--- src/common/eeelpi_map.vh ---
// Register map, reset values and timing constants of the EEE low-power-idle control block.
// Assumes a 40 MHz core clock and a 16-bit register port addressed by byte.
//
// Notes on behaviour
// - Status bit 2 is read-only and always reads one: local next-page able.
// - Status bit 1 latches high on a new partner page until cleared.
// - Status bit 0 reads one when the partner can auto-negotiate.
// - After LPI recovery port 2 waits count times 640 ns; count resets to 0x27.
// - Port 2 next-page enable (reset one) turns next-page exchange for EEE on or off.
// - Port 1 next-page enable (reset zero) does the same for port 1.
// - LPI is requested after a queue stays empty for the 16-bit time, 1.3 ms units.
// - The empty-queue LPI request exists only while 100BASE-TX EEE is enabled.
// - One empty-queue wait setting times all three ports.
// - Each port's buffer usage is compared with an 8-bit threshold in 128-byte units.
// - Any one port above the threshold ends LPI on every port.
// - Status bit 14 shows that 100BASE-TX EEE was enabled by next-page exchange.
`ifndef EEELPI_MAP_VH
`define EEELPI_MAP_VH

// ****************************************
// Register offsets
// ****************************************
`define EEELPI_OFF_P2_STATUS  8'hF0
`define EEELPI_OFF_RECOVERY   8'hF2
`define EEELPI_OFF_NP_CTRL    8'hF3
`define EEELPI_OFF_EQ_WAIT    8'hF4
`define EEELPI_OFF_BUF_THR    8'hF6

// ****************************************
// Field positions
// ****************************************
`define EEELPI_BIT_RES15      15
`define EEELPI_BIT_HW_EEE     14
`define EEELPI_BIT_TX_LPI_RCV 13
`define EEELPI_BIT_TX_LPI_IND 12
`define EEELPI_BIT_RX_LPI_RCV 11
`define EEELPI_BIT_RX_LPI_IND 10
`define EEELPI_BIT_NP_LOC_AB  6
`define EEELPI_BIT_NP_LOC     5
`define EEELPI_BIT_PD_FAULT   4
`define EEELPI_BIT_LP_NP_AB   3
`define EEELPI_BIT_NP_ABLE    2
`define EEELPI_BIT_PAGE_RCV   1
`define EEELPI_BIT_LP_AN_AB   0
`define EEELPI_BIT_P2_NP_EN   1
`define EEELPI_BIT_P1_NP_EN   0

// ****************************************
// Reset values
// ****************************************
`define EEELPI_RST_RES15      1'h1
`define EEELPI_RST_RECOVERY   8'h27
`define EEELPI_RST_P2_NP_EN   1'h1
`define EEELPI_RST_P1_NP_EN   1'h0
`define EEELPI_RST_EQ_WAIT    16'h03E8
`define EEELPI_RST_BUF_THR    8'h04

// ****************************************
// Timing
// ****************************************
`define EEELPI_CLK_PERIOD_NS  25
`define EEELPI_REC_UNIT_NS    640
`define EEELPI_EQ_UNIT_NS     1300000
`define EEELPI_REC_UNIT_CYC   ((`EEELPI_REC_UNIT_NS + `EEELPI_CLK_PERIOD_NS - 1) / `EEELPI_CLK_PERIOD_NS)
`define EEELPI_EQ_UNIT_CYC    (`EEELPI_EQ_UNIT_NS / `EEELPI_CLK_PERIOD_NS)

`endif

--- src/hw/eeelpi_timer.v ---
// Unit timer: a prescaler makes a fixed tick, a saturating counter counts ticks.
// Assumes run and restart come from logic on the same clock.
`timescale 1ns/1ps
`default_nettype none

module eeelpi_timer #(
  parameter PRE_CYC = 26,
  parameter PRE_W   = 16,
  parameter CNT_W   = 16
) (
  // Clock and reset
  input  wire             clk,
  input  wire             rst_n,
  // Control
  input  wire             run,
  input  wire             restart,
  input  wire [CNT_W-1:0] limit,
  // Result
  output wire             done
);

  reg  [PRE_W-1:0] pre_q;
  reg  [CNT_W-1:0] cnt_q;
  wire             tick;
  wire             clr;

  assign clr  = ~run | restart;
  assign tick = (pre_q == PRE_CYC[PRE_W-1:0] - {{(PRE_W-1){1'b0}}, 1'b1});

  // ****************************************
  // Tick and unit count
  // ****************************************
  always @(posedge clk or negedge rst_n) begin
    if (!rst_n) begin
      pre_q <= {PRE_W{1'b0}};
      cnt_q <= {CNT_W{1'b0}};
    end else if (clr) begin
      pre_q <= {PRE_W{1'b0}};
      cnt_q <= {CNT_W{1'b0}};
    end else if (tick) begin
      pre_q <= {PRE_W{1'b0}};
      if (cnt_q != {CNT_W{1'b1}}) begin
        cnt_q <= cnt_q + {{(CNT_W-1){1'b0}}, 1'b1};
      end
    end else begin
      pre_q <= pre_q + {{(PRE_W-1){1'b0}}, 1'b1};
    end
  end

  // Saturation keeps a long-running condition from wrapping back to "not done"
  assign done = run & ~restart & (cnt_q >= limit);

endmodule
`default_nettype wire

--- src/hw/eeelpi_top.v ---
// EEE low-power-idle control: port 2 status, next-page enables, LPI request and wake timing.
// Assumes all status inputs come from PHY/MAC logic on core_clk; the register port is synchronous.
`timescale 1ns/1ps
`include "eeelpi_map.vh"
`default_nettype none

module eeelpi_top #(
  parameter NPORT       = 3,
  parameter EQ_UNIT_CYC = `EEELPI_EQ_UNIT_CYC
) (
  // Clock and reset
  input  wire                 core_clk,
  input  wire                 rst_b,
  // Register port
  input  wire [7:0]           reg_addr,
  input  wire                 reg_wr,
  input  wire                 reg_rd,
  input  wire [1:0]           reg_be,
  input  wire [15:0]          reg_wdata,
  output reg  [15:0]          reg_rdata,
  output reg                  reg_rvalid,
  // Port 2 auto-negotiation and PCS status
  input  wire                 p2_page_rcv,
  input  wire                 p2_lp_an_able,
  input  wire                 p2_lp_np_able,
  input  wire                 p2_pd_fault,
  input  wire                 p2_tx_lpi_ind,
  input  wire                 p2_rx_lpi_ind,
  // Per-port EEE state and queues
  input  wire [NPORT-1:0]     eee_100bt_en,
  input  wire [NPORT-1:0]     transmit_queue_empty,
  input  wire [NPORT*8-1:0]   buf_usage,
  // Port 2 LPI recovery
  input  wire                 p2_lpi_exit,
  output reg                  p2_tx_hold,
  // Outputs to PHY and MAC
  output wire                 p1_np_en,
  output wire                 p2_np_en,
  output reg  [NPORT-1:0]     lpi_req,
  output reg                  lpi_wake_all
);

  // ****************************************
  // Reset release
  // ****************************************
  reg rst_s1_q;
  reg rst_n_q;

  always @(posedge core_clk or negedge rst_b) begin
    if (!rst_b) begin
      rst_s1_q <= 1'b0;
      rst_n_q  <= 1'b0;
    end else begin
      rst_s1_q <= 1'b1;
      rst_n_q  <= rst_s1_q;
    end
  end

  // ****************************************
  // Address decode
  // ****************************************
  wire hit_sts;
  wire hit_rec;
  wire hit_eqw;
  wire hit_thr;

  // Word decode: byte address bit 0 only picks the lane, so compare bits 7:1
  localparam [7:0] OFF_STS = `EEELPI_OFF_P2_STATUS;
  localparam [7:0] OFF_REC = `EEELPI_OFF_RECOVERY;
  localparam [7:0] OFF_EQW = `EEELPI_OFF_EQ_WAIT;
  localparam [7:0] OFF_THR = `EEELPI_OFF_BUF_THR;

  assign hit_sts = (reg_addr[7:1] == OFF_STS[7:1]);
  assign hit_rec = (reg_addr[7:1] == OFF_REC[7:1]);
  assign hit_eqw = (reg_addr[7:1] == OFF_EQW[7:1]);
  assign hit_thr = (reg_addr[7:1] == OFF_THR[7:1]);

  // ****************************************
  // Registers
  // ****************************************
  reg        res15_q;
  reg [1:0]  res98_q;
  reg        tx_lpi_rcv_q;
  reg        rx_lpi_rcv_q;
  reg        pd_fault_q;
  reg        page_rcv_q;
  reg [7:0]  rec_time_q;
  reg [1:0]  np_res_q;
  reg        p2_np_en_q;
  reg        p1_np_en_q;
  reg [15:0] eq_wait_q;
  reg [7:0]  buf_thr_q;

  wire sts_wr_hi;
  wire sts_rd_lo;

  assign sts_wr_hi = reg_wr & hit_sts & reg_be[1];
  assign sts_rd_lo = reg_rd & hit_sts;

  always @(posedge core_clk or negedge rst_n_q) begin
    if (!rst_n_q) begin
      res15_q      <= `EEELPI_RST_RES15;
      res98_q      <= 2'h0;
      tx_lpi_rcv_q <= 1'b0;
      rx_lpi_rcv_q <= 1'b0;
      pd_fault_q   <= 1'b0;
      page_rcv_q   <= 1'b0;
      rec_time_q   <= `EEELPI_RST_RECOVERY;
      np_res_q     <= 2'h0;
      p2_np_en_q   <= `EEELPI_RST_P2_NP_EN;
      p1_np_en_q   <= `EEELPI_RST_P1_NP_EN;
      eq_wait_q    <= `EEELPI_RST_EQ_WAIT;
      buf_thr_q    <= `EEELPI_RST_BUF_THR;
    end else begin
      if (sts_wr_hi) begin
        res15_q <= reg_wdata[`EEELPI_BIT_RES15];
      end
      if (reg_wr & hit_sts & reg_be[1]) begin
        res98_q <= reg_wdata[9:8];
      end
      // Write one clears; a new event in the same cycle wins
      tx_lpi_rcv_q <= p2_tx_lpi_ind | (tx_lpi_rcv_q & ~(sts_wr_hi & reg_wdata[`EEELPI_BIT_TX_LPI_RCV]));
      rx_lpi_rcv_q <= p2_rx_lpi_ind | (rx_lpi_rcv_q & ~(sts_wr_hi & reg_wdata[`EEELPI_BIT_RX_LPI_RCV]));
      // Clear on read; a new event in the same cycle wins
      pd_fault_q   <= p2_pd_fault | (pd_fault_q & ~sts_rd_lo);
      page_rcv_q   <= p2_page_rcv | (page_rcv_q & ~sts_rd_lo);
      if (reg_wr & hit_rec & reg_be[0]) begin
        rec_time_q <= reg_wdata[7:0];
      end
      if (reg_wr & hit_rec & reg_be[1]) begin
        np_res_q   <= reg_wdata[15:14];
        p2_np_en_q <= reg_wdata[8 + `EEELPI_BIT_P2_NP_EN];
        p1_np_en_q <= reg_wdata[8 + `EEELPI_BIT_P1_NP_EN];
      end
      if (reg_wr & hit_eqw & reg_be[0]) begin
        eq_wait_q[7:0] <= reg_wdata[7:0];
      end
      if (reg_wr & hit_eqw & reg_be[1]) begin
        eq_wait_q[15:8] <= reg_wdata[15:8];
      end
      if (reg_wr & hit_thr & reg_be[0]) begin
        buf_thr_q <= reg_wdata[7:0];
      end
    end
  end

  // Next-page exchange is left to the PHY; a cleared bit only takes hold at the next negotiation
  assign p2_np_en = p2_np_en_q;
  assign p1_np_en = p1_np_en_q;

  // ****************************************
  // Read path
  // ****************************************
  reg [15:0] sts_word;
  reg [15:0] rd_d;

  always @* begin
    sts_word                          = 16'h0000;
    sts_word[`EEELPI_BIT_RES15]       = res15_q;
    sts_word[`EEELPI_BIT_HW_EEE]      = eee_100bt_en[1];
    sts_word[`EEELPI_BIT_TX_LPI_RCV]  = tx_lpi_rcv_q;
    sts_word[`EEELPI_BIT_TX_LPI_IND]  = p2_tx_lpi_ind;
    sts_word[`EEELPI_BIT_RX_LPI_RCV]  = rx_lpi_rcv_q;
    sts_word[`EEELPI_BIT_RX_LPI_IND]  = p2_rx_lpi_ind;
    sts_word[9:8]                     = res98_q;
    sts_word[`EEELPI_BIT_NP_LOC_AB]   = 1'b1;
    sts_word[`EEELPI_BIT_NP_LOC]      = 1'b1;
    sts_word[`EEELPI_BIT_PD_FAULT]    = pd_fault_q;
    sts_word[`EEELPI_BIT_LP_NP_AB]    = p2_lp_np_able;
    sts_word[`EEELPI_BIT_NP_ABLE]     = 1'b1;
    sts_word[`EEELPI_BIT_PAGE_RCV]    = page_rcv_q;
    sts_word[`EEELPI_BIT_LP_AN_AB]    = p2_lp_an_able;
    rd_d = 16'h0000;
    if (hit_sts) begin
      rd_d = sts_word;
    end else if (hit_rec) begin
      rd_d = {np_res_q, 4'h0, p2_np_en_q, p1_np_en_q, rec_time_q};
    end else if (hit_eqw) begin
      rd_d = eq_wait_q;
    end else if (hit_thr) begin
      rd_d = {8'h00, buf_thr_q};
    end
  end

  always @(posedge core_clk or negedge rst_n_q) begin
    if (!rst_n_q) begin
      reg_rdata  <= 16'h0000;
      reg_rvalid <= 1'b0;
    end else begin
      reg_rvalid <= reg_rd;
      if (reg_rd) begin
        reg_rdata <= rd_d;
      end
    end
  end

  // ****************************************
  // Buffer load wake
  // ****************************************
  reg [NPORT-1:0] over_thr;
  integer         k;

  always @* begin
    over_thr = {NPORT{1'b0}};
    for (k = 0; k < NPORT; k = k + 1) begin
      over_thr[k] = (buf_usage[k*8 +: 8] > buf_thr_q);
    end
  end

  // ****************************************
  // Empty-queue LPI request
  // ****************************************
  wire [NPORT-1:0] eq_run;
  wire [NPORT-1:0] eq_done;

  // A wake also restarts every empty-queue timer, so LPI cannot return at once
  assign eq_run = transmit_queue_empty & eee_100bt_en & ~{NPORT{lpi_wake_all}};

  genvar g;
  generate
    for (g = 0; g < NPORT; g = g + 1) begin : g_eq
      eeelpi_timer #(
        .PRE_CYC (EQ_UNIT_CYC),
        .PRE_W   (17),
        .CNT_W   (16)
      ) u_eq_timer (
        .clk     (core_clk),
        .rst_n   (rst_n_q),
        .run     (eq_run[g]),
        .restart (1'b0),
        .limit   (eq_wait_q),
        .done    (eq_done[g])
      );
    end
  endgenerate

  always @(posedge core_clk or negedge rst_n_q) begin
    if (!rst_n_q) begin
      lpi_wake_all <= 1'b0;
      lpi_req      <= {NPORT{1'b0}};
    end else begin
      lpi_wake_all <= |over_thr;
      lpi_req      <= eq_done & eee_100bt_en & ~{NPORT{|over_thr}};
    end
  end

  // ****************************************
  // Port 2 recovery hold-off
  // ****************************************
  wire rec_done;

  eeelpi_timer #(
    .PRE_CYC (`EEELPI_REC_UNIT_CYC),
    .PRE_W   (5),
    .CNT_W   (8)
  ) u_rec_timer (
    .clk     (core_clk),
    .rst_n   (rst_n_q),
    .run     (p2_tx_hold),
    .restart (p2_lpi_exit),
    .limit   (rec_time_q),
    .done    (rec_done)
  );

  always @(posedge core_clk or negedge rst_n_q) begin
    if (!rst_n_q) begin
      p2_tx_hold <= 1'b0;
    end else if (p2_lpi_exit) begin
      p2_tx_hold <= 1'b1;
    end else if (rec_done) begin
      p2_tx_hold <= 1'b0;
    end
  end

endmodule
`default_nettype wire

--- config.mk ---
export PLATFORM = sky130hd
export DESIGN_NAME = eeelpi_top
export DESIGN_NICKNAME = d
export VERILOG_FILES = /design/src/hw/eeelpi_timer.v /design/src/hw/eeelpi_top.v
export VERILOG_INCLUDE_DIRS = /design/src /design/src/common
export SDC_FILE = /design/constraint.sdc
export NUM_CORES = 1
export LEC_CHECK = 0
export BUFFER_PORTS_ARGS = -buffer_cell sky130_fd_sc_hd__buf_4
export CORE_MARGIN = 5
export CORE_UTILIZATION = 30
export DETAILED_ROUTE_END_ITERATION = 10
export REMOVE_ABC_BUFFERS = 1
export SYNTH_ARGS = -nofsm -noshare
export SYNTH_HDL_FRONTEND = slang
export SYNTH_SLANG_ARGS = --single-unit
--- constraint.sdc ---
create_clock -name core_clk -period 16.7 [get_ports core_clk]
set_clock_uncertainty 0.15 [all_clocks]
set_input_delay 2.505 -clock core_clk [delete_from_list [all_inputs] [get_ports core_clk]]
set_output_delay 2.505 -clock core_clk [all_outputs]
set_load 0.01 [all_outputs]
; ---- Word level (Yosys, flattened, before mapping)
; Index checks and enable logic that the tools add are counted.
[totals]
ff_bits = 179
in_bits = 67
out_inout_bits = 24
wordCells = 133
[op_classes]
n_addsub = 8
magnitude_cmp = 7
n_eq_ne = 18
muxes = 26
n_bitwise = 38
n_reduce_logical = 8
[op_table]
columns = operator, count
row1 = two-way mux 16 bit, 12
row2 = two-way mux 17 bit, 6
row3 = adder 17 x 1 -> 17 bit (second input constant), 3
row4 = == test 17 x 16 -> 1 bit (second input constant), 3
row5 = adder 16 x 1 -> 16 bit (second input constant), 3
row6 = greater-or-equal comparator 16 bit, 3
row7 = != test 16 bit (second input constant), 3
row8 = two-way mux 8 bit, 4
row9 = == test 7 bit (second input constant), 4
row10 = > comparator 8 bit, 3
row11 = AND 1 bit, 22
row12 = AND 3 bit, 4
row13 = != test 2 x 1 -> 1 bit (second input constant), 6
row14 = two-way mux 5 bit, 2
row15 = adder 8 x 1 -> 8 bit (second input constant), 1
row16 = greater-or-equal comparator 8 bit, 1
row17 = != test 8 bit (second input constant), 1
row18 = AND reduction 2 bit, 4
row19 = inverter 3 bit, 2
row20 = nonzero test 2 bit, 3
row21 = adder 5 x 1 -> 5 bit (second input constant), 1
row22 = == test 5 bit (second input constant), 1
row23 = inverter 1 bit, 5
row24 = OR 1 bit, 5
row25 = 2 further kinds, 3

; ---- Longest topological paths before layout
; Gate-level depths: netlist of run 1.
[depth]
ltp_word = 7
depth_mapped = 8
depth_no_buf = 7

; ---- Cells and area by module
; Synthesis of run 1 repeated with hierarchy kept, for this count alone.
[unflattened]
cells_unflattened = 1085
hier_area_um2 = 10792.9
[modules_own_cells]
columns = module, instances, cells_each, area_per_inst_um2
row1 = eeelpi_timer at g_eq[0].u_eq_timer ..., 3, 234, 2154.6
row2 = eeelpi_top, 1, 293, 3494.6
row3 = eeelpi_timer at u_rec_timer, 1, 90, 834.6

; ---- Worst setup path before layout of run 1
; Ideal clock, no wire load.
[synth_path]
path_type = input port to flip-flop
start = in buf_usage[9]
end = reg lpi_wake_all
setup_ps = 127
t_arrival_ps = 3979
required_time_ps = 16423
slack_ps = 12444
path_stages = 6
path_cell_list = ha_1 nor2b_1 o211ai_1 a211oi_1 or4_1 or2_2
[synth_between]
elab_chain_cells = 2
[synth_lines]
columns = item, line_no
row1 = start: declaration, eeelpi_top.v:32  ; input wire [NPORT*8-1:0] buf_usage,
row2 = > comparator 8 bit, eeelpi_top.v:206  ; over_thr[k] = (buf_usage[k*8 +: 8] > buf_thr_q);
row3 = OR reduction 3 bit, eeelpi_top.v:242  ; lpi_wake_all <= |over_thr;
row4 = end signal: assignment, eeelpi_top.v:242
row5 = end: declaration, eeelpi_top.v:40  ; output reg lpi_wake_all
; No other way between the ends.
; A chain may end at the register's enable or synchronous reset.

; ---- Final worst setup path of run 1
[layout_path]
start = in eee_100bt_en[0]
end = reg g_eq[0].u_eq_timer.cnt_q[15]
[layout_between]
elab_chain_cells = 4
word_cells_on_any_way = 6
classes_between = 2 x eq/ne / 1 x mux / 2 x bitwise / 1 x reduce/logical
[layout_lines]
columns = item, line_no
row1 = start: declaration, eeelpi_top.v:30  ; input wire [NPORT-1:0] eee_100bt_en,
row2 = AND 3 bit * (2 in series), eeelpi_top.v:217  ; assign eq_run = transmit_queue_empty & eee_100bt_en & ~{NPORT{lpi_wake_all}};
row3 = != test 2 x 1 -> 1 bit (no line), -
row4 = AND reduction 2 bit (no line), -
row5 = end signal: assignment, eeelpi_timer.v:36  ; cnt_q <= {CNT_W{1'b0}};
row6 = end signal: assignment, eeelpi_timer.v:39  ; cnt_q <= {CNT_W{1'b0}};
row7 = end signal: assignment, eeelpi_timer.v:43  ; cnt_q <= cnt_q + {{(CNT_W-1){1'b0}}, 1'b1};
row8 = end: declaration, eeelpi_timer.v:23  ; reg [CNT_W-1:0] cnt_q;
; Every way passes the cells marked *; elsewhere a longest branch is shown, timed or not.

==> results.toml, run 1 <==
[status]
status = "completed"

[drt]
first_iter_violations = 384
wire_per_inst_um = 16.27
ant_nets = 0
drt_drc_violations_left = 0
wl_mm = 26.42
via_count = 8427
routed_via_density = 5.189
drt_first_pass_iters = 5

[layout]
fill_cells = 3567
seq_area_mm2 = 0.004499
utilization = 0.3526
multiInputGateArea_mm2 = 0.005617
layout_commonest_cell = "dfrtp_1"
final_cells = 1624
fin_area_mm2 = 0.01218
area_delta_synth_final_pct = 16.27
layout_common_cells = "dfrtp_1, buf_4, nand2_1"
antenna_cells = 0
nNetsFinal = 1312
drive_gt1_frac = 0.1702

[timing]
setup_viol = 0
rsz0062_at_grt = "false"
holdWs_ns = 0.2030
setup_ws_ns = 12.40
worst_slew_pin_slew_ns = 0.9559
min_period_over_period = 0.2575
period_needed_ns = 4.300
timing.fmax_mhz = 232.5
slew_viol_final = 0
relSlewSlack = 0.3604
setup_tns_ns = 0
finalHoldViolCount = 0

[clocking]
cts_tree = "yes"
clock_latency_ns = 0.44
cts_num_sinks = 179
cts_resized = 0
cts_htree_levels = 4
clk_path_buf_depth = 2
root_buffer = "clkbuf_16"
numCtsBuffers = 17
clk_pin_slew_ns = 0.07
ctsHoldBuffers = 0
postCtsSetupRepairBufs = 0

[floorplanning]
die_width_um = 196.9
io_pins = 91
rows = 68
die_y_um = 196.9
coreArea_mm2 = 0.03454
die_area_mm2 = 0.03876
initial_core_util = 0.3033

[min_path]
worstHoldPathCells = 0
min_to = "rst_n_q$_DFF_PN0_"
hp-class = "reg -> reg"
min-delay-start = "rst_s1_q$_DFF_PN0_"

[yosys]
synth_edf_count = 0
yosysUniqueCellTypes = 70
netlist_area_mm2 = 0.01048
avgSynthCellArea_um2 = 9.764
synth_ff_type = "dfrtp_1"
ys_seq_elements = 179
ys_warn_count = 0
yosysSeqAreaShare = 0.4291
synth_top_cell_area_share = 0.3965
synth.area.top_cells = "dfrtp_1, ha_1, nand2_1"
yosysTopAreaCell = "dfrtp_1"
async_flop_share = 1.000
syn_inst = 1073

[global_routing]
grt_max_degree = 65
first_global_vias = 8306
grt_usage = 0.1386
grt_antenna_before_repair = 1
grt_pass1_wl_mm = 43.98
gr-total-overflow = 0

[worst_setup_path]
critPathTopFamily = "simple AND/OR/NAND/NOR gates"
rrSetupSlack_ns = 14.07
end_kind = "flip-flop"
path_buf_inv = 1
cp_cell_sequence = "buf_4 -> nand2_1 -> or2_1 -> nor2_1 -> nor4_1 -> mux2_2"
start_kind = "input port"
reg2reg_from = "rst_n_q$_DFF_PN0_"
worst_ep_arrival_time_ns = 4.47
r2r_cells = 2
worst-path-max-fanout = 16
r2r-end = "g_eq[2].u_eq_timer.cnt_q[15]$_DFFE_PN0P_"
cp_slowest_cell = "or2_1"
critPathKind = "in -> reg"
slowest_delay_ns = 0.52
required_ns = 16.87

[pwr]
power_density_mw_per_mm2 = 79.14
ir_worst_vdd_v = 0.00007868
finalPower_mw = 0.9639
p_leak_nw = 5.430

[place]
gp_congestion = 0.8356
placed_area_mm2 = 0.01162
dp_cells = 1592
numPortBuffers = 89
place_ws_ns = 11.98
dp_hpwl_mm = 19.35

[run]
max-cap-violations = 0
## worst reg2reg max path, delay by kind of cell (launching register included)
family                 cells  cell delay (ns)
buffers and inverters      2             1.60
DFF                        1             0.88
## layout make-up
type | instances | share of cell area
Inverter | 57 | 0.01757
Clock inverter | 13 | 0.01048
Clock buffer | 19 | 0.03554
Sequential cell | 179 | 0.3694
Tap cell | 455 | 0.04674
Multi-Input combinational cell | 805 | 0.4611
Timing Repair Buffer | 96 | 0.05917
## power breakdown
group / switching [mW] / leakage [nW] / internal [mW]
Sequential: 0.0108 / 2.36 / 0.447
Combinational: 0.0675 / 2.80 / 0.0421
Clock: 0.188 / 0.276 / 0.209
Total: 0.266 / 5.43 / 0.698
## sequential cells by signal, indices dropped and copies added, names as in the netlist, 2 cells and up
name	count
buf_thr_q	8
eq_wait_q	16
g_eq.u_eq_timer.cnt_q	48
g_eq.u_eq_timer.pre_q	51
lpi_req	3
np_res_q	2
rec_time_q	8
reg_rdata	16
res98_q	2
u_rec_timer.cnt_q	8
u_rec_timer.pre_q	5
## layer usage
metal | track usage | up-vias | part of all wire
li1 | - | 4090 | -
met4 | 0.03390 | 2 | 0.011
met1 | 0.1879 | 4170 | 0.46
met5 | 0 | - | 0.00076
met2 | 0.2263 | 146 | 0.48
met3 | 0.03128 | 19 | 0.044
## synthesized netlist by cell type, types with 3 or more instances
library cell    n
and4_1         17
nor2_1         77
nand2_1        93
nand4_1        35
nand2b_1       13
dfrtp_1       166
a2111oi_0       3
xor2_1         29
o221ai_1        4
dfstp_2        13
nand3_1        49
nor2b_1        13
or3b_2          3
o21a_1          3
nor4b_1         3
a31oi_1         3
a221o_1         4
nor4b_2         5
nor4_1          6
nor3_1         16
a22oi_1         5
or4_1          15
inv_1          57
mux2_2         27
o31ai_1        12
o311ai_0        3
or3_1          24
a211oi_1        5
a21oi_1        66
nand3b_1        5
and3_1         16
ha_1           89
clkbuf_1       16
buf_2          11
mux2i_1         9
a21o_1         15
a41o_1          3
or2_2           7
o21ai_0        57
o211ai_1        7
o2111ai_1       7
xnor2_1        17
and2_1          7
## how the worst max path moves through the flow
stage | startpoint | to | slack (ns) | depth (start not counted)
finish | eee_100bt_en[0] | g_eq[0].u_eq_timer.cnt_q[15]$_DFFE_PN0P_ | 12.40 | 6
detailed placement | eee_100bt_en[0] | g_eq[0].u_eq_timer.cnt_q[15]$_DFFE_PN0P_ | 11.98 | 6
global placement | eee_100bt_en[0] | g_eq[0].u_eq_timer.cnt_q[15]$_DFFE_PN0P_ | 12.00 | 6
floorplan | rst_n_q$_DFF_PN0_ | buf_thr_q[0]$_DFFE_PN0P_ | 11.22 | 0
CTS | eee_100bt_en[0] | g_eq[0].u_eq_timer.cnt_q[15]$_DFFE_PN0P_ | 12.41 | 6
global route | eee_100bt_en[0] | g_eq[0].u_eq_timer.cnt_q[15]$_DFFE_PN0P_ | 12.22 | 6
## cell families (layout without fill, tap and decap cells)
kind of cell / count (synthesis) / in the layout / synth area share
buf+inv: 89 / 185 / 0.03475
flops: 179 / 179 / 0.4291
simple gates: 423 / 423 / 0.2253
xor+xnor: 46 / 46 / 0.03846
fa+ha+maj: 89 / 89 / 0.1063
compound gates: 208 / 208 / 0.1239
other cells: 1 / 1 / 0.0003580
mux: 38 / 38 / 0.04192
No activity file was read; power rests on OpenSTA's default activity.
==> run 2, diff against run 1 <==
==> constraint.sdc (replaced) <==
create_clock -name core_clk -period 4 [get_ports core_clk]
set_clock_uncertainty 0.15 [all_clocks]
set_input_delay 0.6 -clock core_clk [delete_from_list [all_inputs] [get_ports core_clk]]
set_output_delay 0.6 -clock core_clk [all_outputs]
set_load 0.01 [all_outputs]
==> run 2 against run 1 <==
- core utilization up 0.087 points
- first-iteration DRC count up 20%
- routed wire length down 0.41%
- register-to-register slack worse by 13 ns
- flip-flop and latch count unchanged
- sequential share of layout area down 0.091 points
- via count down 0.87%
- critical path depth down 2
- die area unchanged
- setup slack worse by 11 ns
- highest routed layer unchanged
==> results.toml, run 2 (synthesis results as in run 1) <==
[status]
status = "completed"

[timing]
slew_viol_final = 0
period_needed_ns = 2.666
timing.fmax_mhz = 375.2
relSlewSlack = 0.3385
setup_viol = 0
finalHoldViolCount = 0
setup_ws_ns = 1.334
rsz0062_at_grt = "false"
min_period_over_period = 0.6664
worst_slew_pin_slew_ns = 0.9922

[drt]
ant_nets = 0
via_count = 8354
wire_per_inst_um = 16.17
routed_via_density = 5.135
drt_drc_violations_left = 0
first_iter_violations = 462
drt_first_pass_iters = 5
wl_mm = 26.31

[layout]
reg_top3 = "g_eq.u_eq_timer.pre_q (51), g_eq.u_eq_timer.cnt_q (48)"
drive_gt1_frac = 0.1689
final_cells = 1627
nNetsFinal = 1315
largest-register = "g_eq.u_eq_timer.pre_q"
layout_commonest_cell = "dfrtp_1"
utilization = 0.3535
antenna_cells = 0
largest_reg_flops = 51
layout_common_cells = "dfrtp_1, buf_4, nand2_1"
area_delta_synth_final_pct = 16.55

[worst_setup_path]
critPathTopFamily = "simple AND/OR/NAND/NOR gates"
reg2reg_from = "lpi_wake_all$_DFF_PN0_"
path_buf_inv = 0
rrSetupSlack_ns = 1.33
slowest_delay_ns = 0.69
required_ns = 4.16
start_kind = "flip-flop"
cp_cell_sequence = "or2_1 -> nor2_1 -> nor4_1 -> mux2_2"
r2r_cells = 4
worst-path-max-fanout = 16
worst_ep_arrival_time_ns = 2.83
critPathKind = "reg -> reg"
end_kind = "flip-flop"
critical_path_depth = 4
r2r-end = "g_eq[0].u_eq_timer.cnt_q[15]$_DFFE_PN0P_"
cp-startpoint = "lpi_wake_all$_DFF_PN0_"
cp_slowest_cell = "dfrtp_1"
cp-endpoint = "g_eq[0].u_eq_timer.cnt_q[15]$_DFFE_PN0P_"

[clocking]
cts_num_sinks = 179
clk_path_buf_depth = 2
numCtsBuffers = 17
cts_htree_levels = 4
clk_pin_slew_ns = 0.07
ctsHoldBuffers = 1
cts_resized = 0
postCtsSetupRepairBufs = 0
root_buffer = "clkbuf_16"
clock_latency_ns = 0.44
cts_tree = "yes"

[global_routing]
top_usage_layer = "met2"
grt_max_degree = 72
gr-total-overflow = 0
use_met2 = 0.2236
grtUsageMet3 = 0.03487
first_global_vias = 8253
grt_pass1_wl_mm = 44.13
grt_usage = 0.1396
grt_antenna_before_repair = 2
grt_use_met1 = 0.1886

[pwr]
seq_power_share = 0.483
combPwrFrac = 0.112
clkPwrFrac = 0.406
power_density_mw_per_mm2 = 326.9
p_leak_nw = 5.424
swShare = 0.2651
switchingPower_mw = 1.058
intPower_mw = 2.933
ir_worst_vdd_v = 0.0002995

[place]
gp_congestion = 0.8369
dp_hpwl_mm = 19.19
dp_cells = 1594
place_ws_ns = 1.189
numPortBuffers = 89

[floorplanning]
die_width_um = 196.9
coreArea_mm2 = 0.03454
die_area_mm2 = 0.03876
io_pins = 91
rows = 68
initial_core_util = 0.3033
die_y_um = 196.9

[min_path]
min-delay-start = "p2_page_rcv"
hp-class = "in -> reg"

[run]
max-cap-violations = 0
-- run 2: cell types whose count changed in the layout (fill, tap and decap cells not counted), sizes merged --
| cell | change |
|---|---|
| clkinvlp | +4 |
| buf | +2 |
| clkinv | -4 |
| clkbuf | +5 |
| dlygate4sd3 | +1 |
| inv | -5 |
-- run 2: area by class of cell --
class                   count  area (um2)
fillers                  3516       22330
multi-input cells         805        5617
flip-flops and latches    179        4499
repair buffers             99       758.2
well taps                 455       569.3
clock buffers              24       471.7
inverters                  57       214.0
clock inverters             8       81.33
-- run 2: worst register-to-register path: stages, from the launching register on --
cell     delay, ns
dfrtp_1       0.69
or2_1         0.59
nor2_1        0.38
nor4_1        0.37
mux2_2        0.37
-- run 2: per-layer routing --
layer  vias to the layer above  wire length [um]
li1                       4088                 -
met3                        36              1158
met4                         2               502
met1                      4067             12320
met5                         -                13
met2                       161             12320
-- run 2: how the worst min path moves through the flow --
stage | to | slack [ns] | cells past startpoint
2_1_floorplan | rst_n_q$_DFF_PN0_ | 0.15 | 0
3_3_place_gp | rst_n_q$_DFF_PN0_ | 0.19 | 0
3_5_place_dp | rst_n_q$_DFF_PN0_ | 0.20 | 0
4_1_cts | page_rcv_q$_DFF_PN0_ | 0.17 | 2
5_1_grt | pd_fault_q$_DFF_PN0_ | 0.17 | 2
6_report | page_rcv_q$_DFF_PN0_ | 0.19 | 2
-- run 2: per-stage QoR --
step | total power, mW | instance area [um2] | hold slack, ns | TNS (ns)
global route | 4.191 | 12210 | 0.1743 | 0
detailed placement | 2.410 | 11650 | 0.1958 | 0
finish | 3.991 | 12210 | 0.1874 | 0
CTS | 4.046 | 12210 | 0.1695 | 0
floorplan | 2.194 | 10330 | 0.1544 | -244.44
global placement | 2.399 | 11650 | 0.1887 | 0
-- run 2: power groups by stage --
stage	combinational (mW)	clock, mW	sequential (mW)
after CTS	0.451	1.67	1.93
final	0.445	1.62	1.93
after detailed placement	0.448	0	1.96
after global placement	0.439	0	1.96
after floorplan	0.235	0	1.96
after global routing	0.508	1.75	1.94
